`src/rtl/rtc_pkg.sv`:
```
// register map, field positions and reset values of the clock core
package rtc_pkg;
  localparam logic [7:0]  OFS_SECONDS     = 8'h00;
  localparam logic [7:0]  OFS_PRESCALER   = 8'h04;
  localparam logic [7:0]  OFS_ALARM       = 8'h08;
  localparam logic [7:0]  OFS_COMP        = 8'h0c;
  localparam logic [7:0]  OFS_CONTROL     = 8'h10;
  localparam logic [7:0]  OFS_STATUS      = 8'h14;
  localparam logic [7:0]  OFS_LOCK        = 8'h18;
  localparam logic [7:0]  OFS_IRQ_EN      = 8'h1c;
  // control fields
  localparam int          CR_SOFT_RESET   = 0;
  localparam int          CR_WAKE_PIN_EN  = 1;
  localparam int          CR_SUPERVISOR   = 2;
  localparam int          CR_UPDATE_MODE  = 3;
  localparam int          CR_OSC_ENABLE   = 8;
  localparam logic [31:0] CR_WRITE_MASK   = 32'h0000_3f0f;
  // status fields
  localparam int          SR_INVALID      = 0;
  localparam int          SR_OVERFLOW     = 1;
  localparam int          SR_ALARM        = 2;
  localparam int          SR_COUNT_EN     = 4;
  // lock fields
  localparam int          LR_COMP_GUARD   = 3;
  localparam int          LR_CTRL_GUARD   = 4;
  localparam int          LR_STATUS_GUARD = 5;
  localparam int          LR_SELF_GUARD   = 6;
  localparam logic [7:0]  LR_FIXED_ONES   = 8'h87;
  // interrupt enable fields
  localparam int          IE_INVALID      = 0;
  localparam int          IE_OVERFLOW     = 1;
  localparam int          IE_ALARM        = 2;
  localparam int          IE_SECONDS      = 4;
  localparam int          IE_WAKE_FORCE   = 7;
  localparam logic [7:0]  IE_WRITE_MASK   = 8'h97;
  // reset values
  localparam logic [31:0] RST_CONTROL     = 32'h0000_0000;
  localparam logic [2:0]  RST_FLAGS       = 3'h1;
  localparam logic [3:0]  RST_LOCKS       = 4'hf;
  localparam logic [7:0]  RST_IRQ_EN      = 8'h07;
  // prescaler bit whose falling edge advances the seconds
  localparam int          PRESC_SEC_BIT   = 14;
  // bus wait states before pready
  localparam logic [1:0]  WAIT_STATES     = 2'h3;
endpackage : rtc_pkg

```
`src/rtl/rtc_time_counter_lock_irq.sv`:
```
// real-time clock core with apb registers, locks and interrupts
`timescale 1ns/100ps
`default_nettype none

module rtc_time_counter_lock_irq
  import rtc_pkg::*;
(
  input  wire logic        pclk,
  input  wire logic        presetn,
  input  wire logic        psel,
  input  wire logic        penable,
  input  wire logic        pwrite,
  input  wire logic [7:0]  paddr,
  input  wire logic [31:0] pwdata,
  input  wire logic [2:0]  pprot,
  output logic      [31:0] prdata,
  output logic             pready,
  output logic             pslverr,
  input  wire logic        xtal_tick,
  input  wire logic        xtal_present,
  output logic             osc_enable,
  output logic [3:0]       load_cap_sel,
  output logic             clk_out_gate_n,
  output logic             clock_irq,
  output logic             seconds_irq,
  output logic             wake_pin,
  output logic             seconds_clk_out
);

  logic [31:0] seconds_count_q;
  logic [15:0] prescaler_count_q;
  logic [31:0] alarm_value_q;
  logic [31:0] comp_q;
  logic [31:0] control_q;
  logic        count_enable_q;
  logic        alarm_flag_q;
  logic        overflow_flag_q;
  logic        invalid_flag_q;
  logic        lock_self_guard_q;
  logic        status_write_guard_q;
  logic        control_write_guard_q;
  logic        compensation_write_guard_q;
  logic [7:0]  irq_en_q;
  logic [1:0]  wait_q;
  logic        tick_s1_q;
  logic        tick_s2_q;
  logic        tick_s3_q;
  logic        pres_s1_q;
  logic        pres_s2_q;
  logic        sec_pulse_q;

  logic        soft_rst;
  logic        access_done;
  logic        wr_ok;
  logic        bus_err;
  logic        wr_seconds;
  logic        wr_prescaler;
  logic        wr_alarm;
  logic        wr_comp;
  logic        wr_control;
  logic        wr_status;
  logic        wr_lock;
  logic        wr_irq_en;
  logic        count_run;
  logic        step;
  logic [15:0] pres_next;
  logic        sec_inc;
  logic        time_invalid;
  logic        tce_writable;
  logic        tick_rise;
  logic        rd_capture;
  logic [31:0] rd_word;
  logic [31:0] seconds_word;
  logic [31:0] prescaler_word;
  logic [31:0] status_word;
  logic [31:0] lock_word;
  logic [31:0] irq_en_word;

  assign soft_rst = control_q[CR_SOFT_RESET];

  // three wait states on every access
  assign access_done = psel && penable && (wait_q == WAIT_STATES);
  assign pready      = access_done;
  // pprot[0] high marks a privileged access
  assign bus_err     = pwrite && !pprot[0] && !control_q[CR_SUPERVISOR];
  assign pslverr     = access_done && bus_err;
  assign wr_ok       = access_done && pwrite && !bus_err;

  always_ff @(posedge pclk or negedge presetn) begin
    if (!presetn) begin
      wait_q <= 2'h0;
    end else if (!(psel && penable) || access_done) begin
      wait_q <= 2'h0;
    end else begin
      wait_q <= wait_q + 2'h1;
    end
  end

  // counter registers accept writes only while counting is disabled
  assign wr_seconds   = wr_ok && paddr == OFS_SECONDS && !count_enable_q;
  assign wr_prescaler = wr_ok && paddr == OFS_PRESCALER && !count_enable_q;
  assign wr_alarm     = wr_ok && paddr == OFS_ALARM;
  // locked writes complete normally, data dropped
  assign wr_comp      = wr_ok && paddr == OFS_COMP
                        && compensation_write_guard_q;
  assign wr_control   = wr_ok && paddr == OFS_CONTROL
                        && control_write_guard_q;
  assign wr_status    = wr_ok && paddr == OFS_STATUS;
  assign wr_lock      = wr_ok && paddr == OFS_LOCK && lock_self_guard_q;
  assign wr_irq_en    = wr_ok && paddr == OFS_IRQ_EN;

  // update mode opens count enable when time cannot be running correctly
  assign tce_writable = status_write_guard_q
                        || (control_q[CR_UPDATE_MODE]
                            && (!count_enable_q || invalid_flag_q
                                || overflow_flag_q));

  // soft reset clears control except the reset bit itself, which stays set
  always_ff @(posedge pclk or negedge presetn) begin
    if (!presetn) begin
      control_q <= RST_CONTROL;
    end else if (wr_control) begin
      control_q <= pwdata & CR_WRITE_MASK;
    end else if (soft_rst) begin
      control_q <= RST_CONTROL | (32'h1 << CR_SOFT_RESET);
    end
  end

  assign osc_enable     = control_q[CR_OSC_ENABLE];
  assign load_cap_sel   = control_q[13:10];
  assign clk_out_gate_n = control_q[9];

  // crystal tick is asynchronous; edge found after the second stage
  always_ff @(posedge pclk or negedge presetn) begin
    if (!presetn) begin
      tick_s1_q <= 1'b0;
      tick_s2_q <= 1'b0;
      tick_s3_q <= 1'b0;
      pres_s1_q <= 1'b0;
      pres_s2_q <= 1'b0;
    end else begin
      tick_s1_q <= xtal_tick;
      tick_s2_q <= tick_s1_q;
      tick_s3_q <= tick_s2_q;
      pres_s1_q <= xtal_present;
      pres_s2_q <= pres_s1_q;
    end
  end

  assign tick_rise    = tick_s2_q && !tick_s3_q;
  assign time_invalid = invalid_flag_q || overflow_flag_q;
  assign count_run    = count_enable_q && !time_invalid && pres_s2_q;
  assign step         = count_run && tick_rise;
  assign pres_next    = prescaler_count_q + 16'h1;
  assign sec_inc      = step && prescaler_count_q[PRESC_SEC_BIT]
                        && !pres_next[PRESC_SEC_BIT];

  always_ff @(posedge pclk or negedge presetn) begin
    if (!presetn) begin
      prescaler_count_q <= 16'h0;
    end else if (soft_rst) begin
      prescaler_count_q <= 16'h0;
    end else if (wr_prescaler) begin
      prescaler_count_q <= pwdata[15:0];
    end else if (step) begin
      prescaler_count_q <= pres_next;
    end
  end

  always_ff @(posedge pclk or negedge presetn) begin
    if (!presetn) begin
      seconds_count_q <= 32'h0;
    end else if (soft_rst) begin
      seconds_count_q <= 32'h0;
    end else if (wr_seconds) begin
      seconds_count_q <= pwdata;
    end else if (sec_inc) begin
      seconds_count_q <= seconds_count_q + 32'h1;
    end
  end

  always_ff @(posedge pclk or negedge presetn) begin
    if (!presetn) begin
      alarm_value_q <= 32'h0;
      comp_q        <= 32'h0;
      irq_en_q      <= RST_IRQ_EN;
    end else if (soft_rst) begin
      alarm_value_q <= 32'h0;
      comp_q        <= 32'h0;
      irq_en_q      <= RST_IRQ_EN;
    end else begin
      if (wr_alarm) begin
        alarm_value_q <= pwdata;
      end
      if (wr_comp) begin
        comp_q <= pwdata;
      end
      if (wr_irq_en) begin
        irq_en_q <= pwdata[7:0] & IE_WRITE_MASK;
      end
    end
  end

  // flags: hardware set wins over clearing writes in the same cycle
  always_ff @(posedge pclk or negedge presetn) begin
    if (!presetn) begin
      alarm_flag_q <= RST_FLAGS[SR_ALARM];
    end else if (soft_rst) begin
      alarm_flag_q <= RST_FLAGS[SR_ALARM];
    end else if (sec_inc && alarm_value_q == seconds_count_q) begin
      alarm_flag_q <= 1'b1;
    end else if (wr_alarm) begin
      alarm_flag_q <= 1'b0;
    end
  end

  // a wrap freezes time until software rewrites the seconds
  always_ff @(posedge pclk or negedge presetn) begin
    if (!presetn) begin
      overflow_flag_q <= RST_FLAGS[SR_OVERFLOW];
    end else if (soft_rst) begin
      overflow_flag_q <= RST_FLAGS[SR_OVERFLOW];
    end else if (sec_inc && seconds_count_q == 32'hffff_ffff) begin
      overflow_flag_q <= 1'b1;
    end else if (wr_seconds) begin
      overflow_flag_q <= 1'b0;
    end
  end

  always_ff @(posedge pclk or negedge presetn) begin
    if (!presetn) begin
      invalid_flag_q <= RST_FLAGS[SR_INVALID];
    end else if (soft_rst) begin
      invalid_flag_q <= RST_FLAGS[SR_INVALID];
    end else if (wr_seconds) begin
      invalid_flag_q <= 1'b0;
    end
  end

  always_ff @(posedge pclk or negedge presetn) begin
    if (!presetn) begin
      count_enable_q <= 1'b0;
    end else if (soft_rst) begin
      count_enable_q <= 1'b0;
    end else if (wr_status && tce_writable) begin
      count_enable_q <= pwdata[SR_COUNT_EN];
    end
  end

  // guards only ever clear by write; control guard ignores soft reset
  always_ff @(posedge pclk or negedge presetn) begin
    if (!presetn) begin
      control_write_guard_q <= 1'b1;
    end else if (wr_lock && !pwdata[LR_CTRL_GUARD]) begin
      control_write_guard_q <= 1'b0;
    end
  end

  // the other guards come back on soft reset as well
  always_ff @(posedge pclk or negedge presetn) begin
    if (!presetn) begin
      lock_self_guard_q <= 1'b1;
    end else if (soft_rst) begin
      lock_self_guard_q <= 1'b1;
    end else if (wr_lock && !pwdata[LR_SELF_GUARD]) begin
      lock_self_guard_q <= 1'b0;
    end
  end

  always_ff @(posedge pclk or negedge presetn) begin
    if (!presetn) begin
      status_write_guard_q <= 1'b1;
    end else if (soft_rst) begin
      status_write_guard_q <= 1'b1;
    end else if (wr_lock && !pwdata[LR_STATUS_GUARD]) begin
      status_write_guard_q <= 1'b0;
    end
  end

  always_ff @(posedge pclk or negedge presetn) begin
    if (!presetn) begin
      compensation_write_guard_q <= 1'b1;
    end else if (soft_rst) begin
      compensation_write_guard_q <= 1'b1;
    end else if (wr_lock && !pwdata[LR_COMP_GUARD]) begin
      compensation_write_guard_q <= 1'b0;
    end
  end

  // counters read as zero while time is invalid or overflowed
  assign seconds_word   = time_invalid ? 32'h0
                          : seconds_count_q;
  assign prescaler_word = time_invalid ? 32'h0
                          : {16'h0, prescaler_count_q};
  assign status_word    = {27'h0, count_enable_q, 1'b0, alarm_flag_q,
                           overflow_flag_q, invalid_flag_q};
  assign lock_word      = {24'h0, LR_FIXED_ONES
                           | {1'b0, lock_self_guard_q, status_write_guard_q,
                              control_write_guard_q,
                              compensation_write_guard_q, 3'h0}};
  assign irq_en_word    = {24'h0, irq_en_q};
  // captured a cycle early so prdata is a flop output at pready
  assign rd_capture     = psel && !pwrite && (wait_q == WAIT_STATES - 2'h1);

  always_comb begin
    rd_word = 32'h0;
    case (paddr)
      OFS_SECONDS:   rd_word = seconds_word;
      OFS_PRESCALER: rd_word = prescaler_word;
      OFS_ALARM:     rd_word = alarm_value_q;
      OFS_COMP:      rd_word = comp_q;
      OFS_CONTROL:   rd_word = control_q;
      OFS_STATUS:    rd_word = status_word;
      OFS_LOCK:      rd_word = lock_word;
      OFS_IRQ_EN:    rd_word = irq_en_word;
      default:       rd_word = 32'h0;
    endcase
  end

  always_ff @(posedge pclk or negedge presetn) begin
    if (!presetn) begin
      prdata <= 32'h0;
    end else if (rd_capture) begin
      prdata <= rd_word;
    end
  end

  always_ff @(posedge pclk or negedge presetn) begin
    if (!presetn) begin
      sec_pulse_q <= 1'b0;
    end else if (soft_rst) begin
      sec_pulse_q <= 1'b0;
    end else begin
      sec_pulse_q <= sec_inc && irq_en_q[IE_SECONDS];
    end
  end

  assign seconds_irq     = sec_pulse_q;
  assign clock_irq       = (alarm_flag_q && irq_en_q[IE_ALARM])
                           || (overflow_flag_q && irq_en_q[IE_OVERFLOW])
                           || (invalid_flag_q && irq_en_q[IE_INVALID]);
  assign wake_pin        = control_q[CR_WAKE_PIN_EN]
                           && (clock_irq || irq_en_q[IE_WAKE_FORCE]);
  assign seconds_clk_out = prescaler_count_q[PRESC_SEC_BIT];

endmodule : rtc_time_counter_lock_irq

`default_nettype wire

```
`config.mk`:
```
export PLATFORM = sky130hd
export DESIGN_NAME = rtc_time_counter_lock_irq
export DESIGN_NICKNAME = d
export VERILOG_FILES = /design/src/rtl/rtc_pkg.sv /design/src/rtl/rtc_time_counter_lock_irq.sv
export SDC_FILE = /design/constraint.sdc
export NUM_CORES = 1
export LEC_CHECK = 0
export ABC_AREA = 1
export ABC_CLOCK_PERIOD_IN_PS = 3200
export BUFFER_PORTS_ARGS = -buffer_cell sky130_fd_sc_hd__buf_4
export CORE_ASPECT_RATIO = 1.2
export CORE_UTILIZATION = 55
export DETAILED_ROUTE_END_ITERATION = 12
export GPL_ROUTABILITY_DRIVEN = 0
export PLACE_DENSITY = 0.85
export SYNTH_ARGS = -nofsm -noshare
export SYNTH_HDL_FRONTEND = slang
export SYNTH_SLANG_ARGS = --single-unit
```
`constraint.sdc`:
```
create_clock -name pclk -period 3.2 [get_ports pclk]
set_input_delay 0.16 -clock pclk [delete_from_list [all_inputs] [get_ports pclk]]
set_output_delay 0.16 -clock pclk [all_outputs]
set_load 0.01 [all_outputs]
```
======== After elaboration in Yosys (flattened, before gate mapping) ========
Cells that the tools add are included.
word-level totals
  register bits after elaboration ......... 200
operators by class
  add/sub/neg operators ................... 3
  muxes and demuxes ....................... 34
  reductions and logical operators ........ 76
  equal/unequal tests ..................... 11
operators by type and width
  operator                 number
  $mux W32                 10
  $pmux W32 S8             1
  $mux W16                 4
  $logic_and A1 B1 Y1      41
  $add A32 B1 Y32 const B  1
  $eq A32 B32 Y1           1
  $eq A32 B32 Y1 const B   1
  $eq A8 B5 Y1 const B     4
  $reduce_bool A2 Y1       9
  $add A16 B1 Y16 const B  1
  $eq A8 B4 Y1 const B     2
  $mux W1                  16
  $mux W8                  2
  $logic_not A1 Y1         13
  $reduce_bool A3 Y1       4
  $eq A8 B3 Y1 const B     1
  $logic_not A8 Y1         1
  $logic_or A1 B1 Y1       8
  $eq A2 B2 Y1 const B     2
  $add A2 B1 Y2 const B    1
  $mux W2                  1

======== Logic depth before layout (Yosys ltp) ========
  depth in word-level cells ............... 10
  gate-level depth with buffers ........... 11

======== Worst setup path after synthesis ========
OpenSTA, ideal clock, no wires.
  path type ............................... register to register
  start ................................... register prescaler_count_q[0]
  end ..................................... register seconds_count_q[22]
  path buffers ............................ 2
  cell stages (with the launch flop) ...... 11
  slack ................................... 1.486 ns
  required time ........................... 3.083 ns
  setup time .............................. 0.117 ns
  data arrival time ....................... 1.597 ns
  path through ............................ dfrtp_1 -> ha_1 -> nand2_1 -> nor2_4 -> nand3_1 -> nor2_1 -> nand2_1 -> buf_2 -> buf_2 -> nand4_1 -> nand2_1
on the way
  cells in the longest elaborated chain, start to end .. 4
RTL lines
  item                          line                              source
  start, declared               rtc_time_counter_lock_irq.sv:31   logic [15:0] prescaler_count_q;
  start signal, assigned        rtc_time_counter_lock_irq.sv:164  prescaler_count_q <= pwdata[15:0];
  start signal, assigned        rtc_time_counter_lock_irq.sv:166  prescaler_count_q <= pres_next;
  $add A16 B1 Y16               rtc_time_counter_lock_irq.sv:154  assign pres_next = prescaler_count_q + 16'h1;
  $logic_not A1 Y1              rtc_time_counter_lock_irq.sv:156  && !pres_next[PRESC_SEC_BIT];
  $logic_and A1 B1 Y1           rtc_time_counter_lock_irq.sv:156
  $reduce_bool A3 Y1 (no line)  -
  end signal, assigned          rtc_time_counter_lock_irq.sv:176  seconds_count_q <= pwdata;
  end signal, assigned          rtc_time_counter_lock_irq.sv:178  seconds_count_q <= seconds_count_q + 32'h1;
  end, declared                 rtc_time_counter_lock_irq.sv:30   logic [31:0] seconds_count_q;
Every way passes these cells.
A chain may end at the register's enable or synchronous reset.

======== Worst setup path after layout ========
  start ................................... register wait_q[0]
  end ..................................... register prescaler_count_q[3]
on the way
  cells in the longest elaborated chain, start to end .. 8
RTL lines
  item                                  line                              source
  start, declared                       rtc_time_counter_lock_irq.sv:44   logic [1:0] wait_q;
  start signal, assigned                rtc_time_counter_lock_irq.sv:95   wait_q <= wait_q + 2'h1;
  $eq A2 B2 Y1 (*)                      rtc_time_counter_lock_irq.sv:82   assign access_done = psel && penable && (wait_q == WAIT_STATES);
  $logic_and A1 B1 Y1 (*)               rtc_time_counter_lock_irq.sv:82
  $logic_and A1 B1 Y1 (*) (2 in a row)  rtc_time_counter_lock_irq.sv:87   assign wr_ok = access_done && pwrite && !bus_err;
  $logic_and A1 B1 Y1 (*) (2 in a row)  rtc_time_counter_lock_irq.sv:101  assign wr_prescaler = wr_ok && paddr == OFS_PRESCALER && !count_enable_q;
  $mux W16                              rtc_time_counter_lock_irq.sv:163  end else if (wr_prescaler) begin
  $mux W16                              rtc_time_counter_lock_irq.sv:161  end else if (soft_rst) begin
Every way passes the cells marked *; elsewhere a longest branch is shown, timed or not.

==> impl_metrics.json <==
{
  "ys_seq_area_share_pct": 42.7,
  "dp_hpwl_mm": 21.8,
  "cp_top_family": "simple AND/OR/NAND/NOR gates",
  "max_freq_mhz": 406,
  "die_w_um": 127,
  "antenna_cells": 0,
  "num_vias": 10700,
  "dpl-instance-area_um2": 11100,
  "p_per_area_nw_per_um2": 398,
  "synth_cells": 1492,
  "tns_ns": 0,
  "timing.critical_path.buf_inv": 1,
  "yosys_warnings": 0,
  "vias_per_cell": 5.92,
  "ant_nets": 0,
  "die_height_um": 152,
  "hold_class": "in -> reg",
  "final_nets": 1621,
  "synth.distinct_cells": 36,
  "cpMaxStageDelayCell": "nand3b_1",
  "status": "completed",
  "skew_ns": 0.0159,
  "final_cell_mix": "nand2_1 (571), dfrtp_1 (167), nand3_1 (163), inv_1 (149), nor2_1 (118)",
  "drt-total-wl_mm": 32.2,
  "leakagePower_nw": 6.02,
  "design_area_um2": 11800,
  "cts.htree.levels": 4,
  "min_period_ns": 2.46,
  "antenna_found_initial": 0,
  "synth.avg_cell_area_um2": 6.88,
  "overflow": 0,
  "final_cells": 1804,
  "max_stage_delay_ns": 0.47,
  "fillers": 1548,
  "grt_pass1_vias": 10100,
  "final_common_cell": "nand2_1",
  "num_rows": 54,
  "ys_ff_latch": 175,
  "layout-drive-gt1-share_pct": 11.1,
  "finalCritPeriodShare_pct": 76.9,
  "path_max_fanout": 18,
  "port_buffers": 91,
  "cp.required_ns": 3.56,
  "clockBufferDepth": 2,
  "setup.worst_path.end_class": "register",
  "first_pass_iters": 8,
  "root_buffer": "clkbuf_16",
  "ys.flop_type": "dfrtp_1",
  "synth_edf_count": 0,
  "cts_tree": "done",
  "path_clk_slew_ns": 0.08,
  "area_delta_synth_final_pct": 15.0,
  "design.core.area_um2": 18200,
  "rsz0062_at_grt": "false",
  "cp_common_cell": "nand3_1",
  "power_w": 0.00470,
  "syn_area_um2": 10300,
  "clk_latency_ns": 0.45,
  "post-cts-setup-buffers": 0,
  "grt_max_degree": 80,
  "max-slew-margin-rel_pct": 47.8,
  "grt_use_total_pct": 35.0,
  "report.final.slew_viol_count": 0,
  "wl_per_cell_um": 17.8,
  "die_area_um2": 19200,
  "tightest_slew_ns": 0.782,
  "ios": 94,
  "async_flop_share_pct": 100,
  "hold_viol_final": 0,
  "cap_viol_max_count": 0,
  "numCtsBuffers": 17,
  "crit_type": "reg -> reg",
  "cp_cell_sequence": "ha_1 > nand3_1 > nor2_4 > nand3_4 > nand3b_1 > buf_4 > nand3_1 > o21ai_0",
  "start_util_pct": 56.3,
  "syn-num-nets": 1546,
  "peakVddDrop_v": 0.000379,
  "dp_cells": 1760,
  "grt_pass1_wl_mm": 51.6,
  "drt-initial-drc-count": 1662,
  "crit_path_start_kind": "register",
  "cts_sinks": 175,
  "cp.arrival_ns": 2.82,
  "drc_errors": 0,
  "setup_violations": 0,
  "fin_util_pct": 64.7
}
-- worst reg2reg max path: stages (launching register included) --
cell and delay, ns:
dfrtp_1 0.37, ha_1 0.20, nand3_1 0.16, nor2_4 0.39, nand3_4 0.29, nand3b_1 0.48, buf_4 0.30, nand3_1 0.11
o21ai_0 0.09
-- stage by stage --
step	setup WS [ns]	hold slack, ns
3_5_place_dp	0.809	0.245
4_1_cts	0.767	0.000931
5_1_grt	0.589	0.0179
6_report	0.738	0.00310
2_1_floorplan	1.49	-0.136
3_3_place_gp	0.863	0.243
-- path summary, 6_finish.rpt --
path / from / to / slack [ns] / cells past startpoint
setup / recovery: wait_q[0] / prescaler_count_q[3] / 0.74 / 8
hold / removal: pwdata[8] / control_q[8] / 0.003 / 3
setup reg to reg: wait_q[0] / prescaler_count_q[3] / 0.74 / 8
hold reg to reg: pres_s1_q / pres_s2_q / 0.36 / 0
max in group asynchronous: presetn / irq_en_q[0] / 1.96 / 3
min in group asynchronous: presetn / alarm_value_q[24] / 0.32 / 2
-- power by group --
part | total [W] | switching, W | internal (W) | leakage (nW)
Combinational | 0.000243 | 0.000158 | 0.0000842 | 3.45
Clock | 0.00220 | 0.00101 | 0.00120 | 0.299
Sequential | 0.00225 | 0.0000245 | 0.00223 | 2.27
Total | 0.00470 | 0.00119 | 0.00351 | 6.02
-- flip-flops by register name, summed over array words and instances, names as in the netlist --
signal,flops
tick_s3_q,1
wait_q,2
control_q,10
comp_q,32
invalid_flag_q,1
seconds_count_q,32
compensation_write_guard_q,1
prdata,32
alarm_flag_q,1
irq_en_q,5
alarm_value_q,32
tick_s2_q,1
lock_self_guard_q,1
control_write_guard_q,1
seconds_irq,1
prescaler_count_q,16
status_write_guard_q,1
count_enable_q,1
overflow_flag_q,1
pres_s2_q,1
tick_s1_q,1
pres_s1_q,1
-- cells by family after synthesis --
kind of cell / synth area share, %
compound gates: 9.42
xor+xnor: 1.28
fa+ha+maj: 0.487
buf+inv: 8.86
flops: 42.7
simple gates: 37.2
-- metal layers --
layer	part of all wire, %	GRT usage [%]	wire [um]	up-vias
met5	0	0	0	-
met4	7.9	26.0	2540	0
met3	9.2	7.30	2960	187
met2	46	56.9	14900	674
met1	37	41.2	11800	4906
li1	-	-	-	4908
-- layout make-up --
class	instances	area [um^2]	share of cell area (%)
Multi-Input combinational cell	1097	4980	42.2
Clock inverter	14	189	1.60
Clock buffer	18	429	3.63
Tap cell	224	280	2.37
Inverter	154	578	4.89
Sequential cell	175	4390	37.2
Timing Repair Buffer	122	962	8.15
-- what timing repair did --
item | 4_1_cts | 5_1_grt
hold buffers | 12 | 0
gates resized for setup | 0 | 0
hold endpoints to repair | 86 | 0
-- synth_stat cells (3+ instances only) --
| cell type | instances | area share [%] |
|---|---|---|
| nor4_1 | 4 | 0.24 |
| buf_4 | 9 | 0.66 |
| xor2_1 | 10 | 0.85 |
| dfstp_2 | 8 | 2.0 |
| nand3b_1 | 3 | 0.22 |
| ha_1 | 4 | 0.49 |
| buf_2 | 28 | 1.4 |
| nand3_1 | 163 | 7.9 |
| o22ai_1 | 3 | 0.18 |
| nor2_2 | 5 | 0.30 |
| a21oi_1 | 4 | 0.19 |
| o21ai_0 | 111 | 5.4 |
| or2_2 | 3 | 0.18 |
| clkbuf_1 | 21 | 0.77 |
| nand2_2 | 3 | 0.18 |
| inv_2 | 3 | 0.11 |
| nand3_2 | 3 | 0.29 |
| nor3_1 | 3 | 0.15 |
| o211ai_1 | 18 | 1.3 |
| nor2_1 | 118 | 4.3 |
| o31ai_1 | 26 | 1.9 |
| nand4_1 | 26 | 1.6 |
| inv_1 | 150 | 5.5 |
| buf_1 | 6 | 0.22 |
| nand2_1 | 571 | 21 |
| nor2_4 | 4 | 0.44 |
| dfrtp_1 | 167 | 41 |
| o21ai_1 | 4 | 0.19 |
| xnor2_1 | 5 | 0.43 |
Power figures use the tool's default switching activity.
